`src/hw/link_pkg.sv`:
```
package link_pkg;
	// bus style codes on the mode input
	localparam logic ENABLE_DIRECTION_STYLE = 1'b0;
	localparam logic SEPARATE_STROBE_STYLE = 1'b1;
	// link timing, all in link-clock cycles or edges
	localparam logic [3:0] MASTER_LATENCY = 4'h5;
	localparam logic [3:0] SLAVE_LATENCY = 4'h9;
	localparam logic [3:0] WRITE_CYCLES = 4'h5;
	localparam logic [3:0] CTRL_EDGES = 4'h2;
	localparam logic [3:0] WRITE_EDGES = 4'hA;
	localparam logic [3:0] PAYLOAD_BITS = 4'h8;
	localparam logic [3:0] SETUP_CYCLES = 4'h1;
	localparam logic [3:0] PULSE_CYCLES = 4'h3;
	localparam logic [3:0] HOLD_CYCLES = 4'h1;
	localparam logic [3:0] READ_PULSE = 4'h3;
	localparam logic [3:0] FINAL_RISES = 4'h3;
	// display replay schedule, counted in link rises after the payload
	localparam logic [3:0] T_DATA = SLAVE_LATENCY - WRITE_CYCLES;
	localparam logic [3:0] T_FALL = T_DATA + SETUP_CYCLES;
	localparam logic [3:0] T_RISE = T_FALL + PULSE_CYCLES;
	localparam logic [3:0] T_END = T_RISE + HOLD_CYCLES;
	// link period estimate before the first measurement, in clk cycles
	localparam logic [7:0] PERIOD_INIT = 8'h0A;
	typedef enum logic [2:0] {
		M_IDLE = 3'b000, M_WAIT = 3'b001, M_SEND = 3'b011, M_TURN = 3'b010,
		M_RECV = 3'b110, M_FINAL = 3'b111, M_HOLD = 3'b101
	} master_state_t;
	typedef enum logic [2:0] {
		S_IDLE = 3'b000, S_CTRL = 3'b001, S_PAYLOAD = 3'b011, S_REPLAY = 3'b010,
		S_DISP_RD = 3'b110, S_SEND = 3'b111, S_FINAL = 3'b101
	} slave_state_t;
endpackage

```
`src/hw/serial_link_bridge.sv`:
```
`timescale 1ns/1ps
// Summary of operation
// - mode 0 picks enable-plus-direction bus, mode 1 separate strobes, 16 bits
// - each end follows its own mode setting
// - lane low carries bits 7..0, lane high bits 15..8, control on both
// - write: 2 control edges plus 8 payload edges, five link cycles
// - lane low: start, addr/data, payload; lane high: rw, select flag, payload
// - payload goes least significant bit first both ways
// - select flag high for primary select, low for secondary; never both
// - read command is one link cycle, rw flag high
// - after the command lanes turn round; slave drives low by edge 14
// - slave sends high start bit then eight cycles of read data
// - slave launches read data on rising link edges only
// - master finds the start rise and picks its own sampling phase
// - slave drives low one bit then releases; master then drives low
// - no new transaction while a read pair is in progress
// - host reads twice; first returns zero, interrupt flags arrival
// - second read clears the interrupt and returns the data
// - slave releases data after display write, captures read on select rise
// - enable-direction master takes write on select rise or enable fall
// - enable-direction slave holds enable high, strobes with select
// - enable-direction replay: setup 1, select low 3, hold 1, latency 9
// - strobe replay: setup 1, strobe low 3, hold 1, latency 9
module serial_link_bridge (
	input wire logic clk,
	input wire logic rst,
	input wire logic master_sel,
	input wire logic bus_style,
	input wire logic link_clock,
	input wire logic serial_lane_low_in,
	input wire logic serial_lane_high_in,
	output logic serial_lane_low_out,
	output logic serial_lane_high_out,
	output logic serial_lane_low_oe,
	output logic serial_lane_high_oe,
	input wire logic [15:0] par_data_in,
	output logic [15:0] par_data_out,
	output logic par_data_oe,
	input wire logic addr_data_in,
	output logic addr_data_out,
	input wire logic primary_display_select_n_in,
	input wire logic secondary_display_select_n_in,
	output logic primary_display_select_n_out,
	output logic secondary_display_select_n_out,
	input wire logic strobe_a_in,
	input wire logic strobe_b_in,
	output logic strobe_a_out,
	output logic strobe_b_out,
	output logic read_ready_irq
);
	// ****************************************
	// input sampling
	// ****************************************
	logic [25:0] sy1;
	logic [25:0] sy2;
	logic [25:0] sy3;

	function automatic logic sel_active(input logic [25:0] v);
		return !v[3] || !v[2];
	endfunction

	// two flops on every pin and the link clock; third stage for edges and the host write capture
	always_ff @(posedge clk) begin
		sy1 <= {master_sel, link_clock, serial_lane_low_in, serial_lane_high_in, bus_style,
			par_data_in, addr_data_in, primary_display_select_n_in,
			secondary_display_select_n_in, strobe_a_in, strobe_b_in};
		sy2 <= sy1;
		sy3 <= sy2;
	end

	// edge finding and host bus decode
	wire link_rise = sy2[24] & ~sy3[24];
	wire link_edge = sy2[24] ^ sy3[24];
	wire lane_lo = sy2[23];
	wire lane_hi = sy2[22];
	wire style = sy2[21];
	wire sa = sy2[1];
	wire sa_p = sy3[1];
	wire sb = sy2[0];
	wire sb_p = sy3[0];
	wire cs_now = sel_active(sy2);
	wire cs_prev = sel_active(sy3);
	logic taken;
	wire wr_en_fall = cs_now & ~sb & sa_p & ~sa;
	wire wr_cs_rise = cs_prev & ~cs_now & ~sb_p & ~taken;
	wire host_write = style ? (cs_prev & ~sa_p & sa) : (wr_en_fall | wr_cs_rise);
	wire host_read = style ? (cs_now & ~sb & sb_p) : (cs_now & sb & sa & ~sa_p);
	wire read_active = style ? (cs_now & ~sb) : (cs_now & sb & sa);

	// ****************************************
	// role strap and link period
	// ****************************************
	logic strapped;
	logic is_master;
	logic [7:0] pcnt;
	logic [7:0] period;

	// strap caught once, after reset has released
	always_ff @(posedge clk) begin
		if (rst) begin
			strapped <= 1'b0;
			is_master <= 1'b0;
		end else if (!strapped) begin
			strapped <= 1'b1;
			is_master <= sy2[25];
		end
	end

	// clk cycles per link cycle, refreshed on every rise
	always_ff @(posedge clk) begin
		if (rst) begin
			pcnt <= 8'h00;
			period <= link_pkg::PERIOD_INIT;
		end else if (link_rise) begin
			pcnt <= 8'h01;
			period <= pcnt;
		end else begin
			pcnt <= pcnt + 8'h01;
		end
	end

	// ****************************************
	// master end
	// ****************************************
	link_pkg::master_state_t m_state;
	logic wr_pend;
	logic rd_pend;
	logic m_read;
	logic [15:0] wr_word;
	logic wr_ad;
	logic wr_flag;
	logic rd_ad;
	logic rd_flag;
	logic [8:0] tx_lo;
	logic [8:0] tx_hi;
	logic [3:0] m_cnt;
	logic m_l0;
	logic m_l1;
	logic m_oe;
	logic seen_low;
	logic [7:0] timer;
	logic [15:0] rx_word;
	logic m_irq;
	logic [15:0] host_q;
	wire read_busy = rd_pend | m_read;
	wire [8:0] next_lo = wr_pend ? {wr_word[7:0], wr_ad} : {8'h00, rd_ad};
	wire [8:0] next_hi = wr_pend ? {wr_word[15:8], wr_flag} : {8'h00, rd_flag};

	// taking host cycles; enable fall and select rise share one access
	always_ff @(posedge clk) begin
		if (rst) begin
			taken <= 1'b0;
		end else begin
			taken <= cs_now & (taken | wr_en_fall);
		end
	end

	// framing, turnaround and the two-read return
	always_ff @(posedge clk) begin
		if (rst) begin
			m_state <= link_pkg::M_IDLE;
			{wr_pend, rd_pend, m_read, wr_ad, wr_flag, rd_ad, rd_flag} <= 7'h00;
			{m_l0, m_l1, m_oe, seen_low, m_irq} <= 5'h00;
			{wr_word, rx_word, host_q} <= 48'h0;
			{tx_lo, tx_hi} <= 18'h0;
			m_cnt <= 4'h0;
			timer <= 8'h00;
		end else if (is_master) begin
			// writes during a read pair are refused
			if (host_write && !wr_pend && !read_busy) begin
				wr_pend <= 1'b1;
				wr_word <= sy3[20:5];
				wr_ad <= sy3[4];
				wr_flag <= !sy3[3];
			end
			if (host_read) begin
				host_q <= (m_state == link_pkg::M_HOLD) ? rx_word : 16'h0000;
				if (m_state == link_pkg::M_HOLD) begin
					m_irq <= 1'b0;
					m_read <= 1'b0;
					m_state <= link_pkg::M_IDLE;
				end else if (!read_busy) begin
					rd_pend <= 1'b1;
					rd_ad <= sy2[4];
					rd_flag <= !sy2[3];
				end
			end
			unique case (m_state)
				link_pkg::M_IDLE: begin
					{m_oe, m_l0, m_l1} <= 3'b100;
					m_cnt <= 4'h0;
					if (wr_pend || rd_pend) m_state <= link_pkg::M_WAIT;
				end
				link_pkg::M_WAIT: if (link_rise) begin
					m_cnt <= m_cnt + 4'h1;
					if (m_cnt + 4'h1 == link_pkg::MASTER_LATENCY) begin
						m_state <= link_pkg::M_SEND;
						m_read <= !wr_pend;
						m_l0 <= 1'b1;
						m_l1 <= !wr_pend;
						tx_lo <= next_lo;
						tx_hi <= next_hi;
						m_cnt <= 4'h1;
						if (wr_pend) wr_pend <= 1'b0;
						else rd_pend <= 1'b0;
					end
				end
				link_pkg::M_SEND: if (link_edge) begin
					if (m_cnt == (m_read ? link_pkg::CTRL_EDGES : link_pkg::WRITE_EDGES)) begin
						{m_l0, m_l1} <= 2'b00;
						if (m_read) begin
							m_oe <= 1'b0;
							seen_low <= 1'b0;
							m_state <= link_pkg::M_TURN;
						end else begin
							m_state <= link_pkg::M_IDLE;
						end
					end else begin
						m_l0 <= tx_lo[0];
						m_l1 <= tx_hi[0];
						tx_lo <= {1'b0, tx_lo[8:1]};
						tx_hi <= {1'b0, tx_hi[8:1]};
						m_cnt <= m_cnt + 4'h1;
					end
				end
				link_pkg::M_TURN: begin
					if (!lane_lo) seen_low <= 1'b1;
					// sample point placed mid-bit from the start rise
					if (seen_low && lane_lo) begin
						timer <= 8'(period + (period >> 1));
						m_cnt <= 4'h0;
						m_state <= link_pkg::M_RECV;
					end
				end
				link_pkg::M_RECV: begin
					if (timer == 8'h00) begin
						rx_word <= {lane_hi, rx_word[15:9], lane_lo, rx_word[7:1]};
						timer <= 8'(period - 8'h01);
						m_cnt <= m_cnt + 4'h1;
						if (m_cnt + 4'h1 == link_pkg::PAYLOAD_BITS) begin
							m_cnt <= 4'h0;
							m_state <= link_pkg::M_FINAL;
						end
					end else begin
						timer <= timer - 8'h01;
					end
				end
				link_pkg::M_FINAL: if (link_rise) begin
					m_cnt <= m_cnt + 4'h1;
					// slave low bit and release pass before we drive again
					if (m_cnt + 4'h1 == link_pkg::FINAL_RISES) begin
						m_oe <= 1'b1;
						m_irq <= 1'b1;
						m_state <= link_pkg::M_HOLD;
					end
				end
				link_pkg::M_HOLD: begin
				end
				default: m_state <= link_pkg::M_IDLE;
			endcase
		end
	end

	// ****************************************
	// slave end
	// ****************************************
	link_pkg::slave_state_t s_state;
	logic s_rw;
	logic s_ad;
	logic s_flag;
	logic [15:0] s_word;
	logic [3:0] s_cnt;
	logic s_l0;
	logic s_l1;
	logic s_oe;
	logic s_doe;
	logic s_cs1n;
	logic s_cs2n;
	logic s_sa;
	logic s_sb;

	// receive, replay to the display, return read data
	always_ff @(posedge clk) begin
		if (rst) begin
			s_state <= link_pkg::S_IDLE;
			{s_rw, s_ad, s_flag, s_l0, s_l1, s_oe, s_doe} <= 7'h20;
			{s_cs1n, s_cs2n, s_sa, s_sb} <= 4'hF;
			s_word <= 16'h0000;
			s_cnt <= 4'h0;
		end else if (strapped && !is_master) begin
			unique case (s_state)
				link_pkg::S_IDLE: begin
					s_cnt <= 4'h0;
					if (link_edge && lane_lo) begin
						s_rw <= lane_hi;
						s_state <= link_pkg::S_CTRL;
					end
				end
				link_pkg::S_CTRL: if (link_edge) begin
					s_ad <= lane_lo;
					s_flag <= lane_hi;
					if (s_rw) begin
						// drive low right away, well inside edge 14
						{s_oe, s_l0, s_l1} <= 3'b100;
						s_state <= link_pkg::S_DISP_RD;
					end else begin
						s_state <= link_pkg::S_PAYLOAD;
					end
				end
				link_pkg::S_PAYLOAD: if (link_edge) begin
					s_word <= {lane_hi, s_word[15:9], lane_lo, s_word[7:1]};
					s_cnt <= s_cnt + 4'h1;
					if (s_cnt + 4'h1 == link_pkg::PAYLOAD_BITS) begin
						s_cnt <= 4'h0;
						s_state <= link_pkg::S_REPLAY;
					end
				end
				link_pkg::S_REPLAY: if (link_rise) begin
					s_cnt <= s_cnt + 4'h1;
					if (s_cnt == link_pkg::T_DATA) begin
						s_doe <= 1'b1;
						s_sb <= style;
						if (style) {s_cs1n, s_cs2n} <= {!s_flag, s_flag};
					end
					if (s_cnt == link_pkg::T_FALL) begin
						if (style) s_sa <= 1'b0;
						else {s_cs1n, s_cs2n} <= {!s_flag, s_flag};
					end
					if (s_cnt == link_pkg::T_RISE) begin
						if (style) s_sa <= 1'b1;
						else {s_cs1n, s_cs2n} <= 2'b11;
					end
					if (s_cnt == link_pkg::T_END) begin
						s_doe <= 1'b0;
						{s_cs1n, s_cs2n, s_sb} <= 3'b111;
						s_state <= link_pkg::S_IDLE;
					end
				end
				link_pkg::S_DISP_RD: if (link_rise) begin
					s_cnt <= s_cnt + 4'h1;
					if (s_cnt == 4'h0) begin
						{s_cs1n, s_cs2n} <= {!s_flag, s_flag};
						s_sb <= ~style;
					end
					// capture as the select rises; display data is stable then
					if (s_cnt == link_pkg::READ_PULSE) begin
						{s_cs1n, s_cs2n, s_sb} <= 3'b111;
						s_word <= sy2[20:5];
						s_cnt <= 4'h0;
						s_state <= link_pkg::S_SEND;
					end
				end
				link_pkg::S_SEND: if (link_rise) begin
					s_cnt <= s_cnt + 4'h1;
					if (s_cnt == 4'h0) begin
						{s_l0, s_l1} <= 2'b11;
					end else if (s_cnt <= link_pkg::PAYLOAD_BITS) begin
						s_l0 <= s_word[0];
						s_l1 <= s_word[8];
						s_word <= {1'b0, s_word[15:9], 1'b0, s_word[7:1]};
					end else begin
						{s_l0, s_l1} <= 2'b00;
						s_state <= link_pkg::S_FINAL;
					end
				end
				link_pkg::S_FINAL: if (link_rise) begin
					s_oe <= 1'b0;
					s_state <= link_pkg::S_IDLE;
				end
				default: s_state <= link_pkg::S_IDLE;
			endcase
		end
	end

	// ****************************************
	// pin registers
	// ****************************************
	// every output leaves from a flop, role picks the source of the lanes and parallel data
	always_ff @(posedge clk) begin
		if (rst) begin
			{serial_lane_low_out, serial_lane_high_out} <= 2'b00;
			{serial_lane_low_oe, serial_lane_high_oe} <= 2'b00;
			par_data_out <= 16'h0000;
			par_data_oe <= 1'b0;
			addr_data_out <= 1'b1;
			{primary_display_select_n_out, secondary_display_select_n_out} <= 2'b11;
			{strobe_a_out, strobe_b_out} <= 2'b11;
			read_ready_irq <= 1'b0;
		end else begin
			serial_lane_low_out <= is_master ? m_l0 : s_l0;
			serial_lane_high_out <= is_master ? m_l1 : s_l1;
			serial_lane_low_oe <= is_master ? m_oe : s_oe;
			serial_lane_high_oe <= is_master ? m_oe : s_oe;
			par_data_out <= is_master ? host_q : s_word;
			par_data_oe <= is_master ? read_active : s_doe;
			addr_data_out <= s_ad;
			primary_display_select_n_out <= s_cs1n;
			secondary_display_select_n_out <= s_cs2n;
			strobe_a_out <= s_sa | (style == link_pkg::ENABLE_DIRECTION_STYLE);
			strobe_b_out <= s_sb;
			read_ready_irq <= m_irq;
		end
	end
endmodule

```
`config.mk`:
```
export PLATFORM = sky130hd
export DESIGN_NAME = serial_link_bridge
export DESIGN_NICKNAME = d
export VERILOG_FILES = /design/src/hw/link_pkg.sv /design/src/hw/serial_link_bridge.sv
export SDC_FILE = /design/constraint.sdc
export NUM_CORES = 1
export LEC_CHECK = 0
export ABC_CLOCK_PERIOD_IN_PS = 2490
export BUFFER_PORTS_ARGS = -buffer_cell sky130_fd_sc_hd__buf_2
export CAP_MARGIN = 20
export CORE_AREA = 4 4 152 154
export DETAILED_ROUTE_END_ITERATION = 6
export DIE_AREA = 0 0 156 158
export PLACE_DENSITY_LB_ADDON = 0.25
export RECOVER_POWER = 50
export SLEW_MARGIN = 20
export SYNTH_ARGS = -nofsm -noshare
export SYNTH_HDL_FRONTEND = slang
export SYNTH_SLANG_ARGS = --single-unit
```
`constraint.sdc`:
```
create_clock -name clk -period 2.49 [get_ports clk]
set_clock_uncertainty 0.2 [all_clocks]
set_input_delay 0.249 -clock clk [delete_from_list [all_inputs] [get_ports clk]]
set_output_delay 0.249 -clock clk [all_outputs]
set_load 0.05 [all_outputs]
```
After elaboration in Yosys (flattened, before gate mapping). Cells that the tools add are included.

Register bits after elaboration: 249. Bits of input ports: 28. Output and inout bits: 27. Word-level logic and storage cells: 363.

$add $sub $neg: 6. $lt $le $gt $ge: 1. Equal/unequal tests: 50. Muxes and demuxes: 168. Bitwise gates (word level): 29. Reduce and logical (&&, ||, !) cells: 55.

Operator list (count): $mux 16 (8); $mux 1 (90); $mux 9 (10); $mux 3 (25); $mux 4 (14); $ne 2x2->1 const B (25); $pmux 16 s3 (1); $pmux 3 s7 (2); $pmux 9 s2 (2); $reduce_and 5->1 (5); $pmux 4 s6 (1); $eq 3x3->1 const B (6); $reduce_and 6->1 (3); $eq 4x4->1 const B (4); $mux 8 (2); $pmux 4 s4 (1); $pmux 8 s2 (1); $reduce_and 8->1 (2); $sub 8x1->8 const B (2); $reduce_and 3->1 (5); $and 1x1->1 (14); $pmux 1 s2 (7); $reduce_bool 2->1 (7); $reduce_and 13->1 (1); other kinds (29) (71).

Depth between registers and ports, before layout.
Depth in word-level cells: 15. Mapped depth: 11. Depth with buffers taken out: 10.

Worst setup path before layout. Ideal clock, no wire load.

Kind: flip-flop to flip-flop. From: reg timer[3]. To: reg timer[6]. Setup time: 138 ps. Arrival time: 2209 ps. Required time: 2152 ps. Path slack: -57 ps. Stages on the path, launching flop included: 12. Path buffers: 2. Clock period less this slack: 2547 ps. Path through: dfxtp_1 buf_2 or3_1 clkbuf_1 nor2_1 a21oi_1 ha_1 inv_1 or3_1 nor3_1 a2111oi_0 a2111oi_1.

Cells in the longest elaborated chain, start to end: 3. Elaborated cells on any way between the ends: 4. Classes of those cells: 1 x add/sub; 2 x mux; 1 x reduce/logical.

Ends and longest elaborated chain: start, declared (line serial_link_bridge.sv:141) `logic [7:0] timer;`; start signal, assigned (line serial_link_bridge.sv:230) `timer <= 8'(period + (period >> 1));`; start signal, assigned (line serial_link_bridge.sv:238) `timer <= 8'(period - 8'h01);`; start signal, assigned (line serial_link_bridge.sv:245) `timer <= timer - 8'h01;`; $sub 8x1->8 or $logic_not 8->1 (tied branches) (line serial_link_bridge.sv:245, serial_link_bridge.sv:236); $mux 8 (*) (line serial_link_bridge.sv:236) `if (timer == 8'h00) begin`; $pmux 8 s2 (*) (line serial_link_bridge.sv:188) `unique case (m_state)`.

Every way passes the cells marked *; elsewhere a longest branch is shown, timed or not. A chain may end at the register's enable or synchronous reset.

Final worst setup path.
From: reg s_cnt[1]. To: reg s_state[0].

Cells in the longest elaborated chain, start to end: 4. Elaborated cells on any way between the ends: 12. Classes of those cells: 1 x add/sub; 1 x order compare; 8 x eq/ne; 2 x reduce/logical.

Ends and longest elaborated chain: start, declared (line serial_link_bridge.sv:272) `logic [3:0] s_cnt;`; start signal, assigned (line serial_link_bridge.sv:312) `s_cnt <= s_cnt + 4'h1;`; start signal, assigned (line serial_link_bridge.sv:319) `s_cnt <= s_cnt + 4'h1;`; start signal, assigned (line serial_link_bridge.sv:340) `s_cnt <= s_cnt + 4'h1;`; $add 4x1->4 (line serial_link_bridge.sv:313) `if (s_cnt + 4'h1 == link_pkg::PAYLOAD_BITS) begin`; $eq 4x4->1 (line serial_link_bridge.sv:313); $ne 2x2->1 (no line); $reduce_and 13->1 (no line) (*); end signal, assigned (line serial_link_bridge.sv:307) `s_state <= link_pkg::S_PAYLOAD;`; end signal, assigned (line serial_link_bridge.sv:315) `s_state <= link_pkg::S_REPLAY;`; end signal, assigned (line serial_link_bridge.sv:336) `s_state <= link_pkg::S_IDLE;`; end, declared (line serial_link_bridge.sv:267) `link_pkg::slave_state_t s_state;`.

Marks and branches as above.

==> summary.md <==
| Metric | Value |
|---|---|
| Hold Path Sink | par_data_oe |
| CP arrival | 2540 ps |
| Area share of the largest cell type after synthesis | 50.7% |
| Routability cong. | 0.922 |
| DIE HEIGHT | 158 um |
| FF-to-FF setup slack | 150 ps |
| WP data required | 2690 ps |
| Largest net degree at the start of global routing | 155 |
| Post-DP HPWL | 15300 um |
| Worst hold path class | in2reg |
| Vias in the first global route | 7434 |
| Max clock buf depth | 3 |
| Mapped Area | 9710 um2 |
| Ys async rst share | 0% |
| RSZ-0062 raised after global routing | no |
| Hold Violations, Final | 0 |
| Worst slew pin tran | 751 ps |
| Cell row count | 54 |
| Register share of total power | 48.6% |
| First-pass GRT wire length | 37900 um |
| Antenna viol nets, final | 0 |
| Final Instance Area | 11600 um2 |
| PortBufs | 54 |
| Leading area contributor after synthesis | dfxtp_1 |
| #FFs+latches synth | 246 |
| Most common cell in the netlist | dfxtp_1 |
| Most frequent cells after synthesis | 246 x dfxtp_1, 119 x nand2_1, 119 x nor2_1 |
| Worst hold path depth | 3 |
| F_max | 428 MHz |
| TritonCTS clock tree | done |
| Sw frac | 23.0% |
| DRC Markers | 0 |
| DP Area | 10500 um2 |
| First-pass DRT Iterations | 5 |
| Net switching power | 1930 uW |
| Predominant post-synthesis flop cell | dfxtp_1 |
| # IOs | 55 |
| Leak | 0.00443 uW |
| WS Path Type | reg2reg |
| Power Total | 8420 uW |
| Avg Inst Size Synth | 9.18 um2 |
| Synth Warn # | 0 |
| Period utilization | 93.9% |
| Starting Density | 44.8% |
| # diodes | 0 |
| Hold Crit Start | rst |
| FF-to-FF path depth | 8 |
| Num CTS Buffers | 26 |
| Die area | 24600 um2 |
| Num Clock Sinks | 246 |
| Minimum clock period | 2340 ps |
| Gr ovfl total | 0 |
| Clock insertion delay at the later pin of the skew report | 530 ps |
| Chip width | 156 um |
| Post-synthesis instance total | 1058 |
| Worst reg2reg path startpoint | s_cnt[1] |
| Routed WL | 22700 um |
| Area added between synthesis and finish | 19.2% |
| Initial antenna violation count | 0 |
| Outcome | finished, final reports clean |
| Max_slew headroom | 50.0% |
| H-Tree Level Count | 1 |
| Number of synthesized flops with an enable pin | 0 |
| Setup TNS | 0 ps |
| Combinational power share | 5.2% |
| Vias/cell | 5.36 |
| Syn_nets | 1103 |
| Max-Cap Viols | 0 |
| Setup bufs post-CTS | 0 |
| Area of the core | 21700 um2 |
| Worst setup EP type | register |
| Total global routing track utilization | 18.4% |
| Drt first-iter violations | 484 |
| Clock Power Share | 46.2% |
| Max VDD drop | 0.000711 V |
| Top area cells in the synthesized netlist | dfxtp_1 51%, mux2i_1 6.8%, nand2_1 4.6%, nor2_1 4.6%, a21oi_1 4.4% |
| Drt wl/cell | 15.6 um |
| Final Slew Violations | 0 |
| Sequential fraction of the synthesis area | 50.7% |
| P_int | 6490 uW |
| Pwr dens | 728 nW/um2 |
| Vias | 7784 |
| Clock Pin Slew Worst Setup and Hold Paths | 60 ps |
| Crit-path max FO | 6 |
| Distinct cells, synth | 70 |
| CTS Root Cell | clkbuf_16 |
| Nets | 1197 |
| Layout cells sized above 1 | 13.4% |
| R2R Path End | s_state[0] |
| Worst Setup Start Kind | register |
| Final Setup Violations | 0 |
## metal layers
layer	global-route usage (%)	vias up	part of all wire, %
met3	2.98	40	5.0
li1	-	3945	-
met1	26.4	3607	48
met4	5.67	0	2.4
met2	28.4	192	44
met5	0	-	0
## final cells by class
type,instances,area (um2)
Timing Repair Buffer,131,892
Inverter,24,90.1
Sequential cell,246,4930
Multi-Input combinational cell,723,4420
Clock inverter,19,211
Tap cell,280,350
Clock buffer,28,668
Fill cell,1972,10100
## layout by cell type, fill, tap and decap left out, types with 26 or more instances in the layout
master,n
dfxtp_1,238
clkbuf_1,32
a21oi_1,84
mux2i_1,66
buf_4,45
nand3_1,56
o21ai_0,30
nor2_1,118
clkbuf_16,26
nand2_1,119
dlygate4sd3_1,26
## power groups by stage
stage | Combinational, uW | Clock, uW | Sequential (uW)
floorplan | 276 | 0 | 4160
global placement | 400 | 0 | 4180
detailed placement | 401 | 0 | 4180
CTS | 434 | 3990 | 4090
global route | 484 | 4160 | 4100
finish | 434 | 3890 | 4100
## state kept, by name, summed over array words and instances (netlist names), 8 cells and up, named ones only
register      cells
s_word           16
sy1              26
tx_lo             9
pcnt              8
tx_hi             9
wr_word          16
par_data_out     16
period            8
sy3              22
host_q           16
rx_word          16
sy2              26
timer             8
## what timing repair did
action	4_1_cts	5_1_grt
hold buffers	26	0
resized for setup	0	13
setup endpoints to repair	0	25
endpoints found under the hold margin	26	0
## how the worst max path moves through the flow
stage | end | start | slack, ps
after floorplan | timer[6] | timer[3] | 30
after global placement | timer[6] | timer[7] | 110
after detailed placement | timer[6] | timer[7] | 100
after CTS | tx_hi[1] | m_cnt[1] | 90
after global routing | tx_hi[5] | m_cnt[0] | 5
final | s_state[0] | s_cnt[1] | 150
## through the flow
step | setup slack, ps | hold WS [ps] | utilization (%) | std cells
4_1_cts | 87.6 | 1.58 | 53.5 | 1451
3_3_place_gp | 105 | 110 | 48.2 | 1378
2_1_floorplan | 29.6 | 76.7 | - | 1058
5_1_grt | 5.40 | 128 | 53.3 | 1451
3_5_place_dp | 102 | 112 | 48.2 | 1378
6_report | 152 | 77.9 | 53.3 | 1451
## logic make-up (layout without fill, tap and decap cells)
logic type / Yosys count / after routing / share of synthesized area (%)
AND/OR/NAND/NOR: 391 / 391 / 18.7
adder cells (fa/ha/maj): 17 / 17 / 2.27
flip-flops: 246 / 246 / 50.7
buffers and inverters: 89 / 202 / 3.96
AO/OA/AOI/OAI: 231 / 231 / 15.9
multiplexers: 68 / 68 / 7.04
XOR/XNOR: 16 / 16 / 1.44
## worst max-delay path, cell delays in order, from the launching register on
cell       delay (ps)
dfxtp_2           340
inv_1             100
ha_1              170
or3b_2            460
nor2_1            250
a2111oi_2         100
nand2_1           150
a211oi_1           70
a2111oi_0         370
Power figures use the tool's default switching activity.
